$ cat src/rtl/mssx_pkg.sv
`default_nettype none
// Shared constants and carriers of the skip, subtract, swap and exclusive-OR execution unit.
package mssx_pkg;

  // Widths of the data path, the program memory and the register bus.
  localparam int DATA_W = 8;
  localparam int PAGE_W = 9;
  localparam int PM_ADDR_W = 17;
  localparam int AXI_AW = 8;

  // Register byte offsets on the AXI4-Lite bus.
  localparam logic [7:0] OFS_CMD = 8'h00;
  localparam logic [7:0] OFS_ACC = 8'h04;
  localparam logic [7:0] OFS_FLAGS = 8'h08;
  localparam logic [7:0] OFS_TBLPTR = 8'h0c;
  localparam logic [7:0] OFS_TBLHI = 8'h10;
  localparam logic [7:0] OFS_STAT = 8'h14;

  // Field positions of the command register.
  localparam int CMD_OP_LSB = 0;
  localparam int CMD_BIT_LSB = 5;
  localparam int CMD_ADDR_LSB = 8;
  localparam int CMD_IMM_LSB = 16;

  // Bit positions of the status flags.
  localparam int FL_CARRY = 0;
  localparam int FL_HALF = 1;
  localparam int FL_ZERO = 2;
  localparam int FL_OVER = 3;
  localparam int FL_PDOWN = 4;
  localparam int FL_TOUT = 5;

  // Bit positions of the status register.
  localparam int STAT_BUSY = 0;
  localparam int STAT_SKIP = 1;

  // Constant values used by the execution.
  localparam logic [7:0] ALL_ONES = 8'hff;
  localparam logic [PAGE_W-1:0] LAST_PAGE = 9'h1ff;

  // AXI response codes.
  localparam logic [1:0] RESP_OKAY = 2'h0;
  localparam logic [1:0] RESP_SLVERR = 2'h2;
  localparam logic [1:0] RESP_DECERR = 2'h3;

  // Instruction codes carried in the command register.
  typedef enum logic [4:0] {
    OP_DEC_TO_ACC_SKIP_ZERO = 5'h00, OP_INC_SKIP_ZERO = 5'h01,
    OP_INC_TO_ACC_SKIP_ZERO = 5'h02, OP_SET_ALL = 5'h03, OP_SET_BIT = 5'h04,
    OP_SKIP_BIT_ONE = 5'h05, OP_SKIP_BIT_ZERO = 5'h06, OP_SKIP_IF_ZERO = 5'h07,
    OP_COPY_SKIP_IF_ZERO = 5'h08, OP_MINUS_TO_ACC = 5'h09, OP_MINUS_TO_MEMORY = 5'h0a,
    OP_MINUS_IMM = 5'h0b, OP_NIBBLE_EXCHANGE = 5'h0c, OP_NIBBLE_EXCHANGE_TO_ACC = 5'h0d,
    OP_TABLE_READ_CURRENT_PAGE = 5'h0e, OP_TABLE_READ_LAST_PAGE = 5'h0f,
    OP_EXCLUSIVE_OR_TO_ACC = 5'h10, OP_EXCLUSIVE_OR_TO_MEMORY = 5'h11,
    OP_EXCLUSIVE_OR_IMM = 5'h12
  } mssx_op_t;

  // Sequencer states, one-hot.
  typedef enum logic [3:0] {
    ST_IDLE = 4'h1, ST_READ = 4'h2, ST_EXEC = 4'h4, ST_DUMMY = 4'h8
  } mssx_st_t;

  // Requests from the bus master.
  typedef struct packed {
    logic awvalid; logic [AXI_AW-1:0] awaddr; logic wvalid; logic [31:0] wdata;
    logic [3:0] wstrb; logic bready; logic arvalid; logic [AXI_AW-1:0] araddr; logic rready;
  } mssx_axi_req_t;

  // Answers to the bus master.
  typedef struct packed {
    logic awready; logic wready; logic bvalid; logic [1:0] bresp;
    logic arready; logic rvalid; logic [31:0] rdata; logic [1:0] rresp;
  } mssx_axi_rsp_t;

  // Requests to the data memory and the program memory.
  typedef struct packed {
    logic [7:0] dm_addr; logic dm_we; logic [7:0] dm_wdata; logic [PM_ADDR_W-1:0] pm_addr;
  } mssx_mem_req_t;

  // Whole state of the execution unit.
  typedef struct packed {
    mssx_st_t st; mssx_op_t op; logic [2:0] bitsel; logic [7:0] addr; logic [7:0] imm;
    logic [7:0] acc; logic [5:0] flags; logic [7:0] tblptr; logic [7:0] tblhi;
    logic last_skip; mssx_mem_req_t mem;
    logic aw_got; logic [AXI_AW-1:0] awaddr; logic w_got; logic [31:0] wdata; logic [3:0] wstrb;
    logic bvalid; logic [1:0] bresp; logic rvalid; logic [31:0] rdata; logic [1:0] rresp;
  } mssx_state_t;

  // Reset value of the whole state.
  localparam mssx_state_t STATE_RST = '{st: ST_IDLE, op: OP_DEC_TO_ACC_SKIP_ZERO, default: '0};

endpackage
`default_nettype wire

$ cat src/rtl/mssx_exec.sv
`default_nettype none
module mssx_exec (
  // Clock and synchronous reset.
  input wire logic sys_clk,
  input wire logic nrst,
  // AXI4-Lite register bus.
  input wire mssx_pkg::mssx_axi_req_t axi_req,
  output var mssx_pkg::mssx_axi_rsp_t axi_rsp,
  // Page of the running program, used by the current-page table read.
  input wire logic [mssx_pkg::PAGE_W-1:0] cur_page,
  // Memory read data, valid one cycle after the address is presented.
  input wire logic [7:0] dm_rdata,
  input wire logic [15:0] pm_rdata,
  // Memory requests.
  output var mssx_pkg::mssx_mem_req_t mem_req,
  // High during the inserted dummy cycle that replaces the discarded instruction.
  output logic discard_slot
);
  import mssx_pkg::*;

  mssx_state_t s_q; // Registered state.
  mssx_state_t s_d; // Next state.
  logic skip_d; // Skip condition of the instruction in its execute cycle.
  logic busy; // An instruction is in flight.
  logic [8:0] diff; // Subtraction result with carry out.
  logic [4:0] half; // Low nibble subtraction with carry out.
  logic [7:0] opnd; // Second operand: memory byte or immediate.
  logic [7:0] res; // General result byte.

  // Merges write data into an old register value under the byte strobes.
  function automatic logic [31:0] merge(input logic [31:0] old, input logic [31:0] wd,
                                        input logic [3:0] strb);
    logic [31:0] r;
    r = old;
    for (int i = 0; i < 4; i++) begin
      if (strb[i]) begin
        r[8*i +: 8] = wd[8*i +: 8];
      end
    end
    return r;
  endfunction

  assign busy = (s_q.st != ST_IDLE);

  // Bus handshakes: one write and one read outstanding at a time.
  always_comb begin
    axi_rsp.awready = !s_q.aw_got && !s_q.bvalid;
    axi_rsp.wready = !s_q.w_got && !s_q.bvalid;
    axi_rsp.bvalid = s_q.bvalid;
    axi_rsp.bresp = s_q.bresp;
    axi_rsp.arready = !s_q.rvalid;
    axi_rsp.rvalid = s_q.rvalid;
    axi_rsp.rdata = s_q.rdata;
    axi_rsp.rresp = s_q.rresp;
  end

  assign mem_req = s_q.mem;
  assign discard_slot = (s_q.st == ST_DUMMY);

  // Next-state logic: bus slave, sequencer and execution.
  always_comb begin
    logic [31:0] cmd_word;
    logic [31:0] nw;
    cmd_word = '0;
    nw = '0;
    s_d = s_q;
    s_d.mem.dm_we = 1'b0;
    skip_d = 1'b0;
    opnd = (s_q.op == OP_MINUS_IMM || s_q.op == OP_EXCLUSIVE_OR_IMM) ? s_q.imm : dm_rdata;
    diff = {1'b0, s_q.acc} + {1'b0, ~opnd} + 9'h001;
    half = {1'b0, s_q.acc[3:0]} + {1'b0, ~opnd[3:0]} + 5'h01;
    res = '0;
    cmd_word = {8'h00, s_q.imm, s_q.addr, s_q.bitsel, s_q.op};

    // Capture write address and write data in either order.
    if (axi_req.awvalid && axi_rsp.awready) begin
      s_d.aw_got = 1'b1;
      s_d.awaddr = axi_req.awaddr;
    end
    if (axi_req.wvalid && axi_rsp.wready) begin
      s_d.w_got = 1'b1;
      s_d.wdata = axi_req.wdata;
      s_d.wstrb = axi_req.wstrb;
    end
    // Response retires when the master takes it.
    if (s_q.bvalid && axi_req.bready) begin
      s_d.bvalid = 1'b0;
    end

    // Register write once both halves are held; writes are refused while busy.
    if (s_q.aw_got && s_q.w_got) begin
      s_d.aw_got = 1'b0;
      s_d.w_got = 1'b0;
      s_d.bvalid = 1'b1;
      s_d.bresp = RESP_OKAY;
      case (s_q.awaddr)
        OFS_CMD: begin
          if (busy) begin
            s_d.bresp = RESP_SLVERR;
          end else begin
            nw = merge(cmd_word, s_q.wdata, s_q.wstrb);
            s_d.op = mssx_op_t'(nw[CMD_OP_LSB +: 5]);
            s_d.bitsel = nw[CMD_BIT_LSB +: 3];
            s_d.addr = nw[CMD_ADDR_LSB +: 8];
            s_d.imm = nw[CMD_IMM_LSB +: 8];
            s_d.mem.dm_addr = nw[CMD_ADDR_LSB +: 8];
            // Table reads address the word at the table pointer in the chosen page.
            if (nw[CMD_OP_LSB +: 5] == OP_TABLE_READ_LAST_PAGE) begin
              s_d.mem.pm_addr = {LAST_PAGE, s_q.tblptr};
            end else begin
              s_d.mem.pm_addr = {cur_page, s_q.tblptr};
            end
            s_d.st = ST_READ;
          end
        end
        OFS_ACC: begin
          if (busy) begin
            s_d.bresp = RESP_SLVERR;
          end else begin
            nw = merge({24'h000000, s_q.acc}, s_q.wdata, s_q.wstrb);
            s_d.acc = nw[7:0];
          end
        end
        OFS_FLAGS: begin
          if (busy) begin
            s_d.bresp = RESP_SLVERR;
          end else begin
            nw = merge({26'h0, s_q.flags}, s_q.wdata, s_q.wstrb);
            s_d.flags = nw[5:0];
          end
        end
        OFS_TBLPTR: begin
          if (busy) begin
            s_d.bresp = RESP_SLVERR;
          end else begin
            nw = merge({24'h000000, s_q.tblptr}, s_q.wdata, s_q.wstrb);
            s_d.tblptr = nw[7:0];
          end
        end
        OFS_TBLHI, OFS_STAT: begin
          s_d.bresp = RESP_SLVERR; // Read-only registers.
        end
        default: begin
          s_d.bresp = RESP_DECERR; // Unmapped address.
        end
      endcase
    end

    // Register reads answer one cycle after the address is taken.
    if (s_q.rvalid && axi_req.rready) begin
      s_d.rvalid = 1'b0;
    end
    if (axi_req.arvalid && axi_rsp.arready) begin
      s_d.rvalid = 1'b1;
      s_d.rresp = RESP_OKAY;
      s_d.rdata = '0;
      case (axi_req.araddr)
        OFS_CMD: s_d.rdata = cmd_word;
        OFS_ACC: s_d.rdata = {24'h000000, s_q.acc};
        OFS_FLAGS: s_d.rdata = {26'h0, s_q.flags};
        OFS_TBLPTR: s_d.rdata = {24'h000000, s_q.tblptr};
        OFS_TBLHI: s_d.rdata = {24'h000000, s_q.tblhi};
        OFS_STAT: begin
          s_d.rdata[STAT_BUSY] = busy;
          s_d.rdata[STAT_SKIP] = s_q.last_skip;
        end
        default: s_d.rresp = RESP_DECERR;
      endcase
    end

    // Sequencer: read operands, execute, then a dummy cycle when skipping.
    case (s_q.st)
      ST_IDLE: begin
        s_d.st = s_d.st; // Leaves only on a command write.
      end
      ST_READ: begin
        s_d.st = ST_EXEC;
      end
      ST_EXEC: begin
        case (s_q.op)
          OP_DEC_TO_ACC_SKIP_ZERO: begin
            res = dm_rdata - 8'h01;
            s_d.acc = res;
            skip_d = (res == 8'h00);
          end
          OP_INC_SKIP_ZERO: begin
            res = dm_rdata + 8'h01;
            s_d.mem.dm_we = 1'b1;
            s_d.mem.dm_wdata = res;
            skip_d = (res == 8'h00);
          end
          OP_INC_TO_ACC_SKIP_ZERO: begin
            res = dm_rdata + 8'h01;
            s_d.acc = res;
            skip_d = (res == 8'h00);
          end
          OP_SET_ALL: begin
            s_d.mem.dm_we = 1'b1;
            s_d.mem.dm_wdata = ALL_ONES;
          end
          OP_SET_BIT: begin
            s_d.mem.dm_we = 1'b1;
            s_d.mem.dm_wdata = dm_rdata | (8'h01 << s_q.bitsel);
          end
          OP_SKIP_BIT_ONE: skip_d = dm_rdata[s_q.bitsel];
          OP_SKIP_BIT_ZERO: skip_d = !dm_rdata[s_q.bitsel];
          OP_SKIP_IF_ZERO: skip_d = (dm_rdata == 8'h00);
          OP_COPY_SKIP_IF_ZERO: begin
            s_d.acc = dm_rdata;
            skip_d = (dm_rdata == 8'h00);
          end
          OP_MINUS_TO_ACC, OP_MINUS_TO_MEMORY, OP_MINUS_IMM: begin
            // Accumulator plus inverted operand plus one.
            if (s_q.op == OP_MINUS_TO_MEMORY) begin
              s_d.mem.dm_we = 1'b1;
              s_d.mem.dm_wdata = diff[7:0];
            end else begin
              s_d.acc = diff[7:0];
            end
            s_d.flags[FL_CARRY] = diff[8];
            s_d.flags[FL_HALF] = half[4];
            s_d.flags[FL_ZERO] = (diff[7:0] == 8'h00);
            s_d.flags[FL_OVER] = (s_q.acc[7] ^ opnd[7]) & (s_q.acc[7] ^ diff[7]);
          end
          OP_NIBBLE_EXCHANGE: begin
            s_d.mem.dm_we = 1'b1;
            s_d.mem.dm_wdata = {dm_rdata[3:0], dm_rdata[7:4]};
          end
          OP_NIBBLE_EXCHANGE_TO_ACC: begin
            s_d.acc = {dm_rdata[3:0], dm_rdata[7:4]};
          end
          OP_TABLE_READ_CURRENT_PAGE, OP_TABLE_READ_LAST_PAGE: begin
            s_d.mem.dm_we = 1'b1;
            s_d.mem.dm_wdata = pm_rdata[7:0];
            s_d.tblhi = pm_rdata[15:8];
          end
          OP_EXCLUSIVE_OR_TO_ACC, OP_EXCLUSIVE_OR_IMM, OP_EXCLUSIVE_OR_TO_MEMORY: begin
            res = s_q.acc ^ opnd;
            if (s_q.op == OP_EXCLUSIVE_OR_TO_MEMORY) begin
              s_d.mem.dm_we = 1'b1;
              s_d.mem.dm_wdata = res;
            end else begin
              s_d.acc = res;
            end
            s_d.flags[FL_ZERO] = (res == 8'h00);
          end
          default: begin
            res = '0; // Unknown codes execute as no operation.
          end
        endcase
        s_d.last_skip = skip_d;
        s_d.st = skip_d ? ST_DUMMY : ST_IDLE;
      end
      ST_DUMMY: begin
        s_d.st = ST_IDLE;
      end
      default: begin
        s_d.st = ST_IDLE;
      end
    endcase
  end

  // State register with synchronous reset.
  always_ff @(posedge sys_clk) begin
    if (!nrst) begin
      s_q <= STATE_RST;
    end else begin
      s_q <= s_d;
    end
  end

  logic ex; // Execute cycle.
  assign ex = (s_q.st == ST_EXEC);
endmodule // mssx_exec
`default_nettype wire

$ cat config.mk
export PLATFORM = sky130hd
export DESIGN_NAME = mssx_exec
export DESIGN_NICKNAME = d
export VERILOG_FILES = /design/src/rtl/mssx_pkg.sv /design/src/rtl/mssx_exec.sv
export SDC_FILE = /design/constraint.sdc
export NUM_CORES = 1
export LEC_CHECK = 0
export BUFFER_PORTS_ARGS = -buffer_cell sky130_fd_sc_hd__buf_2
export CAP_MARGIN = 25
export CORE_ASPECT_RATIO = 1.25
export CORE_UTILIZATION = 38
export DETAILED_ROUTE_END_ITERATION = 10
export SLEW_MARGIN = 10
export SYNTH_ARGS = -nofsm -noshare
export SYNTH_HDL_FRONTEND = slang
export SYNTH_SLANG_ARGS = --single-unit
$ cat constraint.sdc
create_clock -name sys_clk -period 4.4 [get_ports sys_clk]
set_clock_uncertainty 0.2 [all_clocks]
set_input_delay 0.88 -clock sys_clk [delete_from_list [all_inputs] [get_ports sys_clk]]
set_output_delay 0.88 -clock sys_clk [all_outputs]
set_load 0.01 [all_outputs]
Word-level counts from Yosys, hierarchy flattened --
Index checks and enable logic that the tools add are counted.
Word-level totals: word-level logic and storage cells 170, bits in registers 160, output and inout port bits 76
Cells by class: shift operators 1, $add $sub $neg 6, equality and inequality tests 40, reduce and logical (&&, ||, !) cells 43, magnitude comparators 1, bitwise operators 9, mux-type cells 46
Operators with widths (count):
- $mux W8 | 16
- $pmux W22 S5 | 1
- $pmux W9 S7 | 1
- $logic_not A8 Y1 | 7
- $mux W28 | 2
- $mux W50 | 1
- $pmux W8 S6 | 1
- $eq A5 B4 Y1 const B | 9
- $mux W35 | 1
- $eq A8 B4 Y1 const B | 4
- $eq A8 B5 Y1 const B | 4
- $eq A5 B3 Y1 const B | 4
- $reduce_and A4 Y1 | 5
- $mux W6 | 3
- $mux W9 | 2
- $mux W17 | 1
- $eq A8 B3 Y1 const B | 2
- $eq A5 B5 Y1 const B | 3
- $pmux W2 S6 | 1
- $pmux W4 S3 | 1
- $eq A5 B2 Y1 const B | 2
- $reduce_or A2 Y1 | 5
- $add A8 B8 Y9 | 1
- $add A9 B1 Y9 const B | 1
- 41 further kinds | 68

Depth between registers and ports, before layout --
Gate-level depths: netlist of the first run.
depth in word-level cells 10, mapped depth 14

Worst setup path before layout of the first run --
No wires, ideal clock.
path type input -> register, start point in dm_rdata[3], end point reg s_q[146] (netlist name), path buffers 3, setup time 95 ps, arrival time 3190 ps, cell stages on the path 10, path slack 915 ps, cell sequence clkbuf_1 > clkbuf_1 > mux2i_1 > ha_1 > clkbuf_1 > a21o_1 > a211oi_1 > xor2_1 > a221o_1 > a221oi_1
On the way: longest elaborated chain between the ends 7
RTL lines:
- start, declared | RTL line mssx_exec.sv:12 | input wire logic [7:0] dm_rdata,
- $mux W8 | RTL line mssx_exec.sv:69 | opnd = (s_q.op == OP_MINUS_IMM || s_q.op == OP_EXCLUSIVE_OR_IMM) ? s_q.imm : dm_rdata;
- $not A8 Y8 | RTL line mssx_exec.sv:70 | diff = {1'b0, s_q.acc} + {1'b0, ~opnd} + 9'h001;
- $add A8 B8 Y9 | RTL line mssx_exec.sv:70
- $add A9 B1 Y9 | RTL line mssx_exec.sv:70
- $mux W8 | RTL line mssx_exec.sv:214 | if (s_q.op == OP_MINUS_TO_MEMORY) begin
- $pmux W8 S6 (*) | RTL line mssx_exec.sv:180 | case (s_q.op)
- $mux W8 (*) | RTL line mssx_exec.sv:172 | case (s_q.st)
- end signal, assigned | RTL line mssx_exec.sv:266 | s_q <= STATE_RST;
- end signal, assigned | RTL line mssx_exec.sv:268 | s_q <= s_d;
- end, declared | RTL line mssx_exec.sv:21 | mssx_state_t s_q;
Mark *: on every way between the ends. The rest lies on a longest branch, timed or not. A chain may end at the register's enable or synchronous reset.

Final worst setup path of the first run --
start point reg s_q[171] (netlist name), end point reg s_q[138] (netlist name)
On the way: longest elaborated chain between the ends 10
RTL lines:
- $eq A5 B4 Y1 or $eq A5 B5 Y1 (tied branches) | RTL line mssx_exec.sv:69, mssx_exec.sv:180
- $logic_or A1 B1 Y1 | RTL line mssx_exec.sv:69
- $mux W8 | RTL line mssx_exec.sv:69
- $not A8 Y8 | RTL line mssx_exec.sv:70
- $add A8 B8 Y9 | RTL line mssx_exec.sv:70
- $add A9 B1 Y9 | RTL line mssx_exec.sv:70
- $xor A1 B1 Y1 | RTL line mssx_exec.sv:223 | s_d.flags[FL_OVER] = (s_q.acc[7] ^ opnd[7]) & (s_q.acc[7] ^ diff[7]);
- $and A1 B1 Y1 | RTL line mssx_exec.sv:223
- $mux W1 (*) | RTL line mssx_exec.sv:180
- $mux W4 (*) | RTL line mssx_exec.sv:172
Marks and branches as above.

==> PnR_summary.wiki, run 1 <==
{| class="wikitable"
! Metric !! Value
|-
| Run status || finished, final reports clean
|-
| Largest fanout on the critical path || 8
|-
| Final nets || 1215
|-
| Maximum clock frequency || 270.2 MHz
|-
| Placed Instance Area || 9155 um2
|-
| Layout Area Growth over Synthesis || 12.55%
|-
| Leading register cell type out of synthesis || dfxtp_1
|-
| Effective utilization at floorplan || 38.86%
|-
| Largest net degree at the start of global routing || 60
|-
| Setup crit start kind || flop
|-
| Total gr overflow || 0
|-
| Overall die area || 23400 um2
|-
| Slew headroom || 41.58%
|-
| Die Span Y || 170.8 um
|-
| Setup TNS || 0 ns
|-
| Number of buffers on the longest clock path || 2
|-
| Hold_buf cts || 0
|-
| Clock-pin slew on the worst setup and hold paths || 0.06 ns
|-
| Crit path max-delay cell type || ha_1
|-
| Clock Power Share || 44.7%
|-
| Worst Max-Slew Pin Slew || 0.8672 ns
|-
| Distinct cell type count after synthesis || 92
|-
| Pwr Density || 324.5 nW/um2
|-
| Max-cap violation count || 0
|-
| Number of iterations in the first detailed-routing pass || 5
|-
| Commonest non-fill, non-tap cell in the layout || dfxtp_1
|-
| Count of mapped cells out of synthesis || 1051
|-
| Count of vias placed by the detailed router || 7883
|-
| Buf+Inv Stages, Crit Path || 1
|-
| Data arrival time of the worst path || 3.82 ns
|-
| PostCTS Resize Cnt || 0
|-
| Chip Width || 137.0 um
|-
| GP Congestion || 0.9124
|-
| Net switching share of the total power || 27.29%
|-
| CTS tree || built
|-
| Power dissipated by switching net loads || 863.2 uW
|-
| Share of the clock period used by the worst path after layout || 84.11%
|-
| Number of warnings printed during yosys synthesis || 0
|-
| Max rail drop VDD || 0.2869 mV
|-
| Register area share after synthesis || 34.90%
|-
| Netlist area before placement || 8661 um2
|-
| Number of hold violations in the final report || 0
|-
| H-tree lvl count || 4
|-
| Share of post-route cells with drive strength above 1 || 22.99%
|-
| Clock latency on the worst-skew pair || 0.42 ns
|-
| Via count of the first global-routing pass || 7331
|-
| Overall power after layout || 3.163 mW
|-
| Internal Dissipation || 2.300 mW
|-
| Number of setup buffers added after CTS || 0
|-
| Relative contribution of sequential cells to total power || 45.4%
|-
| Crit path capture type || flop
|-
| Number of buffers created by CTS || 17
|-
| Largest stage delay on the critical path || 0.41 ns
|-
| Number of antenna violations at the first check in global routing || 0
|-
| Dpl cells || 1371
|-
| Number of antenna repair diodes || 0
|-
| Number of setup violations in the final report || 0
|-
| Wire length of the first global-routing pass || 42010 um
|-
| Shortest clock period the worst path allows after layout || 3.701 ns
|-
| Commonest cells after routing, fill and taps aside || 151 x dfxtp_1, 150 x buf_2, 132 x nand2_1
|-
| Cell family with most CP delay || compound AO/OA/AOI/OAI gates
|-
| Fin. max-slew vios || 0
|-
| Routed length per instance || 19.67 um
|-
| Required arrival time at the worst endpoint || 4.52 ns
|-
| Hpwl dp || 20140 um
|-
| Iteration-0 DRC count of the detailed router || 550
|-
| Final ANT Viol Nets || 0
|-
| Top-level port count || 168
|-
| DR vias/cell || 5.611
|-
| Core Footprint || 22290 um2
|-
| CP cell instances || nor2b_1 > nand2_1 > a21oi_1 > nand2_1 > buf_4 > mux2i_1 > ha_1 > a21o_1 > a211oi_1 > o21ai_1 > xnor2_1 > o41ai_1
|-
| Number of flip-flops and latches in the synthesized netlist || 151
|-
| EDFF count, synth || 0
|-
| Root Driver || clkbuf_16
|-
| Unrepaired setup endpoints after global routing || false
|-
| Hold slack final || 0.2527 ns
|-
| Type of the worst setup path || flop to flop
|-
| Count of unresolved DRC violations after routing || 0
|-
| Combinational power share || 9.9%
|-
| Top cell by count, worst path || nand2_1
|-
| Final instance area || 9748 um2
|-
| Class of the tightest hold or removal check || flop to flop
|-
| Leakage power || 4.127 nW
|-
| Total routing resource utilization after global routing || 23.79%
|-
| Std-Cell Rows || 61
|-
| Fraction of registers with async set/reset || 0%
|-
| Total clock sinks || 151
|-
| Final Instance Count excl. Fillers || 1405
|-
| # port buffers || 150
|-
| Routed wire length || 27640 um
|-
| Mean Syn Cell Area || 8.241 um2
|}
==> per-layer routing <==
layer	GRT usage [%]	vias up	part of all wire (%)
li1	-	3806	-
met1	30.59	3755	43
met2	38.87	268	48
met3	3.881	54	5.1
met4	10.42	0	3.4
met5	0	-	0
==> kinds of logic after synthesis <==
kind of cell / Yosys count / synth area share, %
mux: 69 / 9.145
compound gates: 250 / 19.65
flops: 151 / 34.90
buf+inv: 160 / 10.29
fa+ha+maj: 14 / 2.109
simple gates: 389 / 22.15
other cells: 1 / 0.04330
xor+xnor: 17 / 1.719
==> cells in the mapped netlist (4+ instances only) <==
cell | instances | area share [%]
o21a_1 | 4 | 0.35
o221a_1 | 4 | 0.52
ha_1 | 13 | 1.9
inv_1 | 14 | 0.61
mux2_2 | 7 | 0.91
a211oi_1 | 7 | 0.61
nor2b_1 | 9 | 0.65
o22ai_1 | 7 | 0.51
xnor2_1 | 11 | 1.1
or2_2 | 4 | 0.29
a2bb2oi_1 | 4 | 0.40
buf_2 | 7 | 0.40
nand2b_1 | 19 | 1.4
mux4_2 | 6 | 1.6
nand2_1 | 132 | 5.7
mux2i_1 | 54 | 6.2
clkbuf_1 | 59 | 2.6
nand4_1 | 9 | 0.65
nor2_1 | 111 | 4.8
dfxtp_1 | 151 | 35
buf_4 | 73 | 6.3
xor2_1 | 6 | 0.61
a221oi_1 | 20 | 2.0
nand3_1 | 25 | 1.4
and3_1 | 4 | 0.29
and2_1 | 8 | 0.58
or3_1 | 7 | 0.51
a221o_1 | 6 | 0.69
o221a_2 | 7 | 0.91
a21oi_1 | 83 | 4.8
o21ai_0 | 32 | 1.8
a22oi_1 | 17 | 1.5
a31oi_1 | 12 | 0.87
nor3_1 | 24 | 1.4
buf_1 | 5 | 0.22
==> worst register-to-register path: cells and delay by family (launching register included) <==
| kind | cells | cell delay, ns |
|---|---|---|
| multiplexers | 1 | 0.12 |
| AO/OA/AOI/OAI | 5 | 1.48 |
| buffers and inverters | 1 | 0.21 |
| AND/OR/NAND/NOR | 3 | 0.56 |
| adder cells (fa/ha/maj) | 1 | 0.41 |
| flip-flops | 1 | 0.39 |
| XOR/XNOR | 1 | 0.21 |
==> state kept, by name, summed over array words and instances, names as in the netlist, named ones only <==
name and cells:
mem_req 26, axi_rsp 29, s_q 88
==> worst paths after layout <==
check	start	endpoint	slack (ns)	depth (start not counted)
setup / recovery	s_q[171]$_SDFFE_PN0P_	s_q[138]$_SDFF_PN0_	0.70	12
hold / removal	s_q[140]$_SDFFE_PN0P_	s_q[140]$_SDFFE_PN0P_	0.25	2
setup reg to reg	s_q[171]$_SDFFE_PN0P_	s_q[138]$_SDFF_PN0_	0.70	12
hold reg to reg	s_q[140]$_SDFFE_PN0P_	s_q[140]$_SDFFE_PN0P_	0.25	2
==> final cells by class <==
cell class,instances,area (um2)
Fill cell,2325,12540
Multi-Input combinational cell,747,4782
Sequential cell,151,3023
Timing Repair Buffer,177,968.4
Clock buffer,22,474.2
Tap cell,283,354.1
Clock inverter,10,88.84
Inverter,15,57.56
==> through the flow <==
stage	utilization [%]	worst slack [ns]
final	43.74	0.6990
after global routing	43.74	0.3621
after CTS	43.61	0.7375
after detailed placement	41.08	0.7417
after global placement	41.05	0.7608
after floorplan	-	0.9148
==> power by group through the flow <==
| stage | Sequential [mW] | Clock (mW) | Combinational (mW) |
|---|---|---|---|
| floorplan | 1.45 | 0 | 0.212 |
| global placement | 1.47 | 0 | 0.306 |
| detailed placement | 1.47 | 0 | 0.306 |
| CTS | 1.44 | 1.44 | 0.307 |
| global route | 1.44 | 1.50 | 0.344 |
| finish | 1.44 | 1.41 | 0.313 |
Note: power is estimated with default switching activity, not from simulation.
==> inputs of run 2 (changes only) <==
Clock period 4.4 ns to 3.39 ns, I/O delays scaled along.
==> run 2 against run 1 <==
Hold slack lost 0.026 ns. Sequential share of layout area down 0.79 points. Final cell count increased by 2.3%. Routed wire length increased by 1.1%. Cell area is 2.6% higher. Critical path depth rose by 1. Setup slack got worse by 0.52 ns. Sequential power increased by 29%. Combinational power increased by 35%.
==> PnR_summary.wiki, run 2 (same netlist as run 1, synthesis figures left out) <==
{| class="wikitable"
! Metric !! Value
|-
| Fin worst setup slack || 0.1785 ns
|-
| Unrepaired setup endpoints after global routing || false
|-
| Final Instance Count excl. Fillers || 1437
|-
| Pwr Density || 412.8 nW/um2
|-
| Class of the tightest hold or removal check || input port to flop
|-
| Chip Width || 137.0 um
|-
| Dpl cells || 1403
|-
| Worst Min Path Start || axi_req[0]
|-
| CP cell instances || inv_1 > nand2_1 > a21oi_2 > nand2_1 > mux2_2 > ha_1 > fa_1 > nor2b_1 > o31a_1 > o21ai_0 > a21oi_1 > buf_4 > o31ai_1
|-
| Largest stage delay on the critical path || 0.41 ns
|-
| Overall power after layout || 4.129 mW
|-
| Routed wire length || 27930 um
|-
| Count of vias placed by the detailed router || 8101
|-
| H-tree lvl count || 4
|-
| Maximum clock frequency || 311.4 MHz
|-
| Via count of the first global-routing pass || 7441
|-
| Final nets || 1247
|-
| Core Footprint || 22290 um2
|-
| Run status || finished, final reports clean
|-
| Required arrival time at the worst endpoint || 3.51 ns
|-
| Wire length of the first global-routing pass || 42570 um
|-
| Type of the worst setup path || flop to flop
|-
| Hpwl dp || 20740 um
|-
| Layout Area Growth over Synthesis || 15.49%
|-
| Clock-pin slew on the worst setup and hold paths || 0.07 ns
|-
| Commonest cells after routing, fill and taps aside || 151 x dfxtp_1, 150 x buf_2, 132 x nand2_1
|-
| Final ANT Viol Nets || 0
|-
| Root Driver || clkbuf_16
|-
| Share of the clock period used by the worst path after layout || 94.74%
|-
| Leakage power || 4.298 nW
|-
| Iteration-0 DRC count of the detailed router || 626
|-
| Largest fanout on the critical path || 5
|-
| Setup crit start kind || flop
|-
| Hold Crit Depth || 2
|-
| GP Congestion || 0.9697
|-
| Setup TNS || 0 ns
|-
| Largest net degree at the start of global routing || 62
|-
| Critical R2R Capture || s_q[137]$_SDFF_PN0_
|-
| Count of unresolved DRC violations after routing || 0
|-
| Register-to-Register Setup Slack || 0.18 ns
|-
| Pre-CTS setup slack || 0.09217 ns
|-
| Effective utilization at floorplan || 38.86%
|-
| Total routing resource utilization after global routing || 24.16%
|-
| Depth of the worst register-to-register path || 13
|-
| Flip-flop count of the largest register, all copies and words added || 88
|-
| Number of buffers on the longest clock path || 2
|-
| Routed length per instance || 19.44 um
|-
| Fill cells || 2312
|-
| Worst Max-Slew Pin Slew || 0.7220 ns
|-
| Commonest non-fill, non-tap cell in the layout || dfxtp_1
|-
| Number of hold violations in the final report || 0
|-
| Register bank with the most flops || s_q
|-
| Buf+Inv Stages, Crit Path || 2
|-
| Slew headroom || 51.81%
|-
| Final core utilization || 44.88%
|-
| Total clock sinks || 151
|-
| Destination of the worst hold path || axi_rsp[34]$_SDFFE_PN0P_
|-
| Number of iterations in the first detailed-routing pass || 5
|-
| Fin. max-slew vios || 0
|-
| CTS tree || built
|-
| Share of post-route cells with drive strength above 1 || 25.65%
|-
| Number of antenna repair diodes || 0
|-
| Std-Cell Rows || 61
|-
| Number of setup violations in the final report || 0
|-
| Top cell by count, worst path || nand2_1
|-
| Crit path capture type || flop
|-
| DR vias/cell || 5.637
|-
| Max-cap violation count || 0
|-
| Die Span Y || 170.8 um
|-
| Clock latency on the worst-skew pair || 0.43 ns
|-
| Total gr overflow || 0
|-
| Overall die area || 23400 um2
|-
| # port buffers || 150
|-
| Cell family with most CP delay || compound AO/OA/AOI/OAI gates
|-
| Reg2Reg Launch Point || s_q[168]$_SDFFE_PN0P_
|-
| Crit path max-delay cell type || dfxtp_1
|-
| Data arrival time of the worst path || 3.33 ns
|-
| Top-level port count || 168
|-
| Shortest clock period the worst path allows after layout || 3.212 ns
|-
| Number of buffers created by CTS || 17
|-
| Number of antenna violations at the first check in global routing || 1
|-
| Max rail drop VDD || 0.3357 mV
|}
## run 2: worst reg2reg max path: stages, from the launching register on
cell and delay (ns):
dfxtp_1 0.41, inv_1 0.12, nand2_1 0.12, a21oi_2 0.08, nand2_1 0.13, mux2_2 0.36, ha_1 0.20, fa_1 0.41
nor2b_1 0.18, o31a_1 0.18, o21ai_0 0.09, a21oi_1 0.34, buf_4 0.20, o31ai_1 0.07
## run 2: final cells by class
class                      count  area, um2  area share (%)
tap                          283      354.1           3.540
sequential                   151       3023           30.22
multi-input combinational    747       4797           47.96
clock buffer                  17      425.4           4.253
inverter                      15      57.56          0.5754
timing repair buffer         209       1206           12.06
clock inverter                15      138.9           1.389
## run 2: worst max path at each step
stage               slack, ns                       end                   from  cells past startpoint
floorplan               0.007  mem_req[23]$_SDFFE_PN0P_  s_q[169]$_SDFFE_PN0P_                     12
global placement         0.09  mem_req[23]$_SDFFE_PN0P_  s_q[172]$_SDFFE_PN0P_                     13
detailed placement       0.09  mem_req[23]$_SDFFE_PN0P_  s_q[172]$_SDFFE_PN0P_                     13
CTS                      0.05  mem_req[23]$_SDFFE_PN0P_  s_q[172]$_SDFFE_PN0P_                     13
global route            0.008       s_q[137]$_SDFF_PN0_  s_q[172]$_SDFFE_PN0P_                     14
finish                   0.18       s_q[137]$_SDFF_PN0_  s_q[168]$_SDFFE_PN0P_                     13
## run 2: power by group
part / internal [mW] / total [mW] / leakage (nW) / switching (mW)
sequential: 1.82 / 1.86 / 1.22 / 0.0449
clock: 0.971 / 1.84 / 0.284 / 0.872
combinational: 0.165 / 0.423 / 2.79 / 0.257
total: 2.95 / 4.13 / 4.30 / 1.17
## run 2: stage by stage
| stage | instance area [um2] | hold slack (ns) |
|---|---|---|
| 3_3_place_gp | 9408 | 0.2397 |
| 3_5_place_dp | 9408 | 0.2475 |
| 2_1_floorplan | 8687 | 0.2331 |
| 5_1_grt | 10000 | 0.2310 |
| 6_report | 10000 | 0.2267 |
| 4_1_cts | 9972 | 0.2238 |
## run 2: metal layers
layer,global-route usage [%],part of all wire (%),vias up
li1,-,-,3878
met5,0,0.043,-
met4,11.23,4.0,2
met1,30.10,41,3830
met2,40.38,48,330
met3,3.881,6.2,61
## run 2: repair_timing
item	in CTS	in global routing
resized for setup	0	5
buffers inserted	0	2
endpoints found under the setup margin	0	6
hold buffers	0	0
